===== src/hdl/mcuid_pkg.sv =====
// Constants and types shared by the instruction decoder
package mcuid_pkg;

  // ---------------------------------------------------------------
  // Word layout and instruction classes
  // ---------------------------------------------------------------
  localparam int          WORD_W      = 14;
  localparam logic [1:0]  CLS_BYTE    = 2'h0;
  localparam logic [1:0]  CLS_BIT     = 2'h1;
  localparam logic [1:0]  CLS_BRANCH  = 2'h2;
  localparam logic [1:0]  CLS_LIT     = 2'h3;

  // ---------------------------------------------------------------
  // Byte-oriented operation codes, bits 11:8
  // ---------------------------------------------------------------
  localparam logic [3:0]  OP_MISC     = 4'h0;
  localparam logic [3:0]  OP_CLEAR    = 4'h1;
  localparam logic [3:0]  OP_SUB      = 4'h2;
  localparam logic [3:0]  OP_DEC      = 4'h3;
  localparam logic [3:0]  OP_OR       = 4'h4;
  localparam logic [3:0]  OP_AND      = 4'h5;
  localparam logic [3:0]  OP_XOR      = 4'h6;
  localparam logic [3:0]  OP_ADD      = 4'h7;
  localparam logic [3:0]  OP_MOVE     = 4'h8;
  localparam logic [3:0]  OP_COM      = 4'h9;
  localparam logic [3:0]  OP_INC      = 4'hA;
  localparam logic [3:0]  OP_DECSZ    = 4'hB;
  localparam logic [3:0]  OP_RRC      = 4'hC;
  localparam logic [3:0]  OP_RLC      = 4'hD;
  localparam logic [3:0]  OP_SWAP     = 4'hE;
  localparam logic [3:0]  OP_INCSZ    = 4'hF;

  // ---------------------------------------------------------------
  // Fixed control words, low byte under 00 0000
  // ---------------------------------------------------------------
  localparam logic [7:0]  CW_RETURN   = 8'h08;
  localparam logic [7:0]  CW_INT_RET  = 8'h09;
  localparam logic [7:0]  CW_WDT      = 8'h64;
  localparam logic [7:0]  CW_SLEEP    = 8'h63;

  // ---------------------------------------------------------------
  // Timing, addresses and reset values
  // ---------------------------------------------------------------
  localparam int          OSC_PER_CYC = 4;
  localparam logic [1:0]  PH_TEST     = 2'(OSC_PER_CYC - 2);
  localparam logic [1:0]  PH_FETCH    = 2'(OSC_PER_CYC - 1);
  localparam logic [1:0]  PH_RST      = 2'h0;
  localparam logic [6:0]  TIMER0_ADDR = 7'h01;
  localparam logic [7:0]  BYTE_RST    = 8'h00;
  localparam logic [7:0]  DEC_HIT     = 8'h01;
  localparam logic [7:0]  INC_HIT     = 8'hFF;

  typedef enum logic [4:0] {
    ALU_NONE  = 5'h00, ALU_ADD  = 5'h01, ALU_SUB  = 5'h02,
    ALU_AND   = 5'h03, ALU_OR   = 5'h04, ALU_XOR  = 5'h05,
    ALU_COM   = 5'h06, ALU_DEC  = 5'h07, ALU_INC  = 5'h08,
    ALU_MOVE  = 5'h09, ALU_RLC  = 5'h0A, ALU_RRC  = 5'h0B,
    ALU_SWAP  = 5'h0C, ALU_CLR  = 5'h0D, ALU_STORE = 5'h0E,
    ALU_BCLR  = 5'h0F, ALU_BSET = 5'h10, ALU_TEST = 5'h11,
    ALU_LOAD  = 5'h12, ALU_LSUB = 5'h13
  } mcuid_alu_t;

endpackage


===== src/hdl/mcuid_decoder.sv =====
// Instruction decoder with cycle sequencing, skip and port read-back
`timescale 1ns/1ps

// Summary of operation
// - Accumulator-file arithmetic and logic opcodes, flag sets
// - Single-operand ops, rotates update carry, swap none
// - Clear, store, clear accumulator and no-operation codes
// - Decrement/increment skip when result is zero
// - Bit clear and set, bit index, file address
// - Bit test skips on clear or set
// - Literal add and subtract update three flags
// - Literal AND, OR, XOR update zero only
// - Load literal; return with literal two cycles
// - Call and jump carry eleven-bit target
// - Return, interrupt return, watchdog, standby words
// - Branch or passed test adds no-operation cycle
// - Port self-modify reads pin levels
// - Timer-zero write clears assigned prescaler
// - Destination bit picks accumulator or file
// - Instruction cycle is four oscillator periods
module mcuid_decoder
  import mcuid_pkg::*;
(
  input  wire logic              mclk,
  input  wire logic              sys_rst,
  input  wire logic [WORD_W-1:0] instr_word,
  input  wire logic [7:0]        file_data,
  input  wire logic              file_is_port,
  input  wire logic [7:0]        port_pins,
  input  wire logic              prescaler_to_timer,
  output logic                   fetch_req,
  output logic                   exec_nop,
  output logic                   nop_next,
  output mcuid_alu_t             alu_op,
  output logic                   src_literal,
  output logic                   dst_file,
  output logic                   dst_acc,
  output logic                   upd_carry,
  output logic                   upd_digit_carry,
  output logic                   upd_zero,
  output logic                   upd_to_pd,
  output logic                   watchdog_clear,
  output logic                   standby_enter,
  output logic                   pc_jump,
  output logic                   pc_call,
  output logic                   pc_return,
  output logic                   interrupt_return,
  output logic [6:0]             file_addr,
  output logic [2:0]             bit_idx,
  output logic [7:0]             literal,
  output logic [10:0]            target_addr,
  output logic                   prescaler_clear,
  output logic [7:0]             operand
);

  // ---------------------------------------------------------------
  // State
  // ---------------------------------------------------------------
  typedef struct packed {
    logic [1:0]  phase;
    logic        pending;
    logic        exec_nop;
    mcuid_alu_t  alu;
    logic        src_lit;
    logic        dst_file;
    logic        dst_acc;
    logic        upd_c;
    logic        upd_dc;
    logic        upd_z;
    logic        upd_tp;
    logic        wdt;
    logic        sleep;
    logic        jump;
    logic        call;
    logic        ret;
    logic        iret;
    logic        skip_dec;
    logic        skip_inc;
    logic        skip_clr;
    logic        skip_set;
    logic [6:0]  addr;
    logic [2:0]  bidx;
    logic [7:0]  lit;
    logic [10:0] target;
    logic        presc;
    logic [7:0]  operand;
    logic [7:0]  sync1;
    logic [7:0]  sync2;
    logic [7:0]  sync3;
    logic [7:0]  pins;
  } mcuid_state_t;

  mcuid_state_t st_q;
  mcuid_state_t st_d;
  logic [1:0]   cls;
  logic [3:0]   op;
  logic         dbit;
  logic         two_cyc;
  logic         skip_hit;

  // ---------------------------------------------------------------
  // Next state
  // ---------------------------------------------------------------
  always_comb begin
    st_d     = st_q;
    if (st_q.phase == PH_FETCH) begin
      st_d      = '0;
      st_d.pins = st_q.pins;
    end
    cls      = instr_word[13:12];
    op       = instr_word[11:8];
    dbit     = instr_word[7];
    two_cyc  = 1'b0;
    skip_hit = (st_q.skip_dec && st_q.operand == DEC_HIT) ||
               (st_q.skip_inc && st_q.operand == INC_HIT) ||
               (st_q.skip_clr && !st_q.operand[st_q.bidx]) ||
               (st_q.skip_set && st_q.operand[st_q.bidx]);
    st_d.phase = 2'(st_q.phase + 2'h1);
    // Pin levels through three stages; accepted once stages 2 and 3 agree
    st_d.sync1 = port_pins;
    st_d.sync2 = st_q.sync1;
    st_d.sync3 = st_q.sync2;
    if (st_q.sync2 == st_q.sync3) begin
      st_d.pins = st_q.sync3;
    end
    st_d.operand = file_is_port ? st_q.pins : file_data;
    if (st_q.phase == PH_TEST && skip_hit) begin
      st_d.pending = 1'b1;
    end
    if (st_q.phase == PH_FETCH) begin
      st_d.exec_nop = st_q.pending;
      st_d.addr     = instr_word[6:0];
      st_d.bidx     = instr_word[9:7];
      st_d.lit      = instr_word[7:0];
      st_d.target   = instr_word[10:0];
      if (!st_q.pending) begin
        case (cls)
          CLS_BYTE: begin
            st_d.dst_file = dbit;
            st_d.dst_acc  = !dbit;
            case (op)
              OP_ADD: {st_d.alu, st_d.upd_c, st_d.upd_dc, st_d.upd_z} =
                        {ALU_ADD, 3'h7};
              OP_SUB: {st_d.alu, st_d.upd_c, st_d.upd_dc, st_d.upd_z} =
                        {ALU_SUB, 3'h7};
              OP_AND:   {st_d.alu, st_d.upd_z} = {ALU_AND, 1'b1};
              OP_OR:    {st_d.alu, st_d.upd_z} = {ALU_OR, 1'b1};
              OP_XOR:   {st_d.alu, st_d.upd_z} = {ALU_XOR, 1'b1};
              OP_COM:   {st_d.alu, st_d.upd_z} = {ALU_COM, 1'b1};
              OP_DEC:   {st_d.alu, st_d.upd_z} = {ALU_DEC, 1'b1};
              OP_INC:   {st_d.alu, st_d.upd_z} = {ALU_INC, 1'b1};
              OP_MOVE:  {st_d.alu, st_d.upd_z} = {ALU_MOVE, 1'b1};
              OP_RLC:   {st_d.alu, st_d.upd_c} = {ALU_RLC, 1'b1};
              OP_RRC:   {st_d.alu, st_d.upd_c} = {ALU_RRC, 1'b1};
              OP_SWAP:  st_d.alu = ALU_SWAP;
              OP_DECSZ: {st_d.alu, st_d.skip_dec} = {ALU_DEC, 1'b1};
              OP_INCSZ: {st_d.alu, st_d.skip_inc} = {ALU_INC, 1'b1};
              OP_CLEAR: {st_d.alu, st_d.upd_z} = {ALU_CLR, 1'b1};
              OP_MISC: begin
                st_d.dst_acc = 1'b0;
                if (dbit) begin
                  st_d.alu = ALU_STORE;
                end else begin
                  st_d.dst_file = 1'b0;
                  case (instr_word[7:0])
                    CW_RETURN:  {st_d.ret, two_cyc} = 2'h3;
                    CW_INT_RET:
                      {st_d.ret, st_d.iret, two_cyc} = 3'h7;
                    CW_WDT:   {st_d.wdt, st_d.upd_tp} = 2'h3;
                    CW_SLEEP: {st_d.sleep, st_d.upd_tp} = 2'h3;
                    default:  st_d.alu = ALU_NONE;
                  endcase
                end
              end
              default: st_d.alu = ALU_NONE;
            endcase
          end
          CLS_BIT: begin
            case (op[3:2])
              2'h0: {st_d.alu, st_d.dst_file} = {ALU_BCLR, 1'b1};
              2'h1: {st_d.alu, st_d.dst_file} = {ALU_BSET, 1'b1};
              2'h2: {st_d.alu, st_d.skip_clr} = {ALU_TEST, 1'b1};
              default: {st_d.alu, st_d.skip_set} = {ALU_TEST, 1'b1};
            endcase
          end
          CLS_BRANCH: begin
            st_d.jump = op[3];
            st_d.call = !op[3];
            two_cyc   = 1'b1;
          end
          default: begin
            st_d.src_lit = 1'b1;
            st_d.dst_acc = 1'b1;
            casez (op)
              4'b00??: st_d.alu = ALU_LOAD;
              4'b01??: {st_d.alu, st_d.ret, two_cyc} =
                         {ALU_LOAD, 2'h3};
              4'b111?: {st_d.alu, st_d.upd_c, st_d.upd_dc, st_d.upd_z} =
                         {ALU_ADD, 3'h7};
              4'b110?: {st_d.alu, st_d.upd_c, st_d.upd_dc, st_d.upd_z} =
                         {ALU_LSUB, 3'h7};
              4'b1001: {st_d.alu, st_d.upd_z} = {ALU_AND, 1'b1};
              4'b1000: {st_d.alu, st_d.upd_z} = {ALU_OR, 1'b1};
              4'b1010: {st_d.alu, st_d.upd_z} = {ALU_XOR, 1'b1};
              default: {st_d.alu, st_d.dst_acc} = {ALU_NONE, 1'b0};
            endcase
          end
        endcase
      end
      st_d.presc   = st_d.dst_file && st_d.addr == TIMER0_ADDR &&
                     prescaler_to_timer;
      st_d.pending = two_cyc;
    end
  end

  always_ff @(posedge mclk) begin
    if (sys_rst) begin
      st_q          <= '0;
      st_q.phase    <= PH_RST;
      st_q.exec_nop <= 1'b1;
      st_q.alu      <= ALU_NONE;
      st_q.pins     <= BYTE_RST;
    end else begin
      st_q <= st_d;
    end
  end

  // ---------------------------------------------------------------
  // Outputs
  // ---------------------------------------------------------------
  assign fetch_req        = st_q.phase == PH_FETCH;
  assign alu_op           = st_q.alu;
  assign operand          = st_q.operand;
  assign {exec_nop, nop_next}           = {st_q.exec_nop, st_q.pending};
  assign {src_literal, dst_file}        = {st_q.src_lit, st_q.dst_file};
  assign {dst_acc, upd_carry}           = {st_q.dst_acc, st_q.upd_c};
  assign {upd_digit_carry, upd_zero}    = {st_q.upd_dc, st_q.upd_z};
  assign {upd_to_pd, watchdog_clear}    = {st_q.upd_tp, st_q.wdt};
  assign {standby_enter, pc_jump}       = {st_q.sleep, st_q.jump};
  assign {pc_call, pc_return}           = {st_q.call, st_q.ret};
  assign {interrupt_return, prescaler_clear} = {st_q.iret, st_q.presc};
  assign {file_addr, bit_idx}           = {st_q.addr, st_q.bidx};
  assign {literal, target_addr}         = {st_q.lit, st_q.target};
endmodule


===== config.mk =====
export PLATFORM = sky130hd
export DESIGN_NAME = mcuid_decoder
export DESIGN_NICKNAME = d
export VERILOG_FILES = /design/src/hdl/mcuid_pkg.sv /design/src/hdl/mcuid_decoder.sv
export SDC_FILE = /design/constraint.sdc
export NUM_CORES = 1
export LEC_CHECK = 0
export ABC_CLOCK_PERIOD_IN_PS = 1500
export BUFFER_PORTS_ARGS = -buffer_cell sky130_fd_sc_hd__buf_2
export CAP_MARGIN = 30
export CORE_UTILIZATION = 48
export CTS_BUF_LIST = sky130_fd_sc_hd__clkbuf_16
export DETAILED_ROUTE_END_ITERATION = 10
export HOLD_SLACK_MARGIN = 0.1
export PLACE_DENSITY = 0.85
export SLEW_MARGIN = 20
export SYNTH_ARGS = -nofsm -noshare
export SYNTH_HDL_FRONTEND = slang
export SYNTH_SLANG_ARGS = --single-unit

===== constraint.sdc =====
create_clock -name mclk -period 1.5 [get_ports mclk]
set_input_delay 0.075 -clock mclk [delete_from_list [all_inputs] [get_ports mclk]]
set_output_delay 0.075 -clock mclk [all_outputs]
set_load 0.005 [all_outputs]

==> metrics.cfg <==
[run_status]
outcome=finished clean

[clock_tree]
clk_latency_ns=0.33
cts_root_buf=clkbuf_16
path_clk_slew_ns=0.06
h-tree-depth=3
cts.sinks=78
clock_path_buffers=2
numCtsBuffers=9
cts_tree=built

[synthesis]
async_reset_ff_share_pct=0
netlist_instances=401
synth-compound-area-share_pct=10.04
synth_cell_types=46
muxShareOfSynthArea_pct=9.731
synth_edf_count=0
synth_xor_area_share_pct=2.415
synth_top_family_by_area=simple AND/OR/NAND/NOR gates
synth_fa_ha_area_share_pct=2.070
yosysMostFrequentCell=dfxtp_1
synthTopCellsByArea=dfxtp_1 43%, mux2i_1 9.1%, buf_4 8.7%, nor2_1 5.2%, nor2b_1 5.2%
synth_seq_area_share_pct=43.06
yosys.area.top_type=dfxtp_1
netlist_area_um2=3626
synth_ff_type=dfxtp_1
yosys.area_share.simple_pct=20.26
ys_top_cells_by_count=78 x dfxtp_1, 50 x nor2_1, 42 x buf_4
synth_area_per_cell_um2=9.042
synth_top_area_share_pct=43.06
synth-warning-count=0
synthesis.nets=441
ys_seq_elements=78

[hold_path]
worstHoldStart=instr_word[1]
hold_class=input port to flop

[drt]
dr.first_iter.drc_count=177
dr_total_vias=3007
viasPerCell=5.097
drt-total-wl_mm=8.152
drc=0
antenna_left=0
avgRoutedWirePerCell_um=13.82
first_pass_iters=4

[power]
leakagePower_nw=2.102
swShare_pct=25.06
cellInternalPower_w=0.003734
p_per_area_nw_per_um2=1082
switching_power_w=0.001249
peakVddDrop_v=0.0005969
p_comb_share_pct=10.9
power_frac_seq_pct=43.7
clock_power_share_pct=45.5

[setup_path]
startpoint=st_q[94]
worstPathRequired_ns=1.42
reg2reg_from=bit_idx[0]
worst-setup-path-type=flop to output pin
cp_max_fo=12
end_kind=output pin
arrival_ns=1.35
start_kind=flop

[timing]
clock-skew-final_ns=0.005617
slew_viol_final=0
tns_ns=0
fmax_mhz=704.2
worstMarginPinSlew_ns=0.4055
setup_slack_ns=0.07999
slew_headroom_pct=72.97
post-route-min-period_ns=1.420
final-setup-viol-count=0
finalCritPeriodShare_pct=94.67
hold_viol_final=0

[finish]
final_util_pct=63.18
fin_nets=526
final_area_um2=4607
syn_to_final_growth_pct=27.05
layout-drive-gt1-share_pct=29.94
antenna_cells=0

[global_routing]
grtUsageTotal_pct=21.73
overflow=0
grt_max_degree=42
grt_pass1_wl_mm=13.06
grt_pass1_vias=2840
antenna_found_initial=0

[placed_design]
dp_hpwl_mm=5.592
dp_slack_ns=-0.008147
gp_congestion=0.8645
placed_area_um2=3985
port_buffers=92

[floorplan]
die-area_um2=7906
initial_core_util_pct=49.73
chipHeight_um=88.92
die_w_um=88.92
rows=31
fp.coreArea_um2=7292
ios=93

[run]
drv_cap=0

==> power by group through the flow <==
stage | sequential (W) | clock, W | combinational [W]
detailed placement | 0.00222 | 0 | 0.000473
finish | 0.00218 | 0.00227 | 0.000541
global placement | 0.00221 | 0 | 0.000465
global route | 0.00218 | 0.00240 | 0.000592
floorplan | 0.00221 | 0 | 0.000336
CTS | 0.00217 | 0.00231 | 0.000531
==> worst max-delay path: stages (launching register included) <==
cell	delay, ns
dfxtp_4	0.36
ha_4	0.13
buf_4	0.18
buf_6	0.20
buf_2	0.14
==> routing by layer <==
metal  global-route usage (%)  vias up  share of wire [%]
met3                    5.633       13                5.0
li1                         -     1481                  -
met4                    9.824        0                1.9
met1                    25.58     1413                 42
met5                        0        -                  0
met2                    37.27      100                 51
==> through the flow <==
| step | cells | power (W) | hold WS, ns |
|---|---|---|---|
| after floorplan | 401 | 0.002546 | 0.2032 |
| after global placement | 550 | 0.002680 | 0.2873 |
| after detailed placement | 550 | 0.002692 | 0.2891 |
| after CTS | 591 | 0.005009 | 0.1011 |
| after global routing | 590 | 0.005176 | 0.1228 |
| final | 590 | 0.004983 | 0.1112 |
==> layout by cell type, fill, tap and decap left out, types with 2 or more instances in the layout <==
master and instances:
nand4b_1 2, inv_8 3, nand2b_1 6, buf_2 90
nand4_1 6, mux2i_1 33, a31oi_1 3, nor4_1 4
o211ai_1 3, o21ai_0 16, ha_1 5, dfxtp_1 75
nor4b_1 2, a41oi_1 2, buf_4 23, a22oi_1 4
nor4_4 2, xor2_1 10, buf_6 2, nor3_1 2
nor2_1 50, inv_1 6, dlymetal6s4s_1 2, nand2_1 25
dlygate4sd3_1 23, a21oi_1 19, clkbuf_16 9, nor2b_1 28
dfxtp_2 2, nand3_1 4
==> logic make-up (layout without fill, tap and decap cells) <==
kind of cell | after synthesis | after routing
and+or+nand+nor | 142 | 142
DFF | 78 | 78
buffers and inverters | 73 | 163
AOI/OAI and AO/OA | 58 | 58
muxes | 34 | 34
xor gates and xnor gates | 10 | 10
adders and majority gates | 6 | 6
==> layout make-up <==
type	count	area, µm²
Timing Repair Buffer	141	920.9
Inverter	6	22.52
Sequential cell	78	1568
Fill cell	628	2685
Clock inverter	7	88.84
Tap cell	99	123.9
Multi-Input combinational cell	250	1658
Clock buffer	9	225.2
==> path summary, 6_finish.rpt <==
path	endpoint	slack, ns	depth (start not counted)
worst max-delay path	fetch_req	0.08	4
worst min-delay path	flop	0.11	4
worst max register to register	nop_next	0.10	4
worst min register to register	st_d[15]	0.44	1
==> repair_timing <==
action                     in CTS  in global routing
setup buffers                   0                  1
setup endpoints to repair       5                  8
hold buffers                   25                  0
gates resized for setup         5                 11
pin swaps                       1                  7
hold endpoints to repair       26                  0
(Power assumes the default switching activity.)
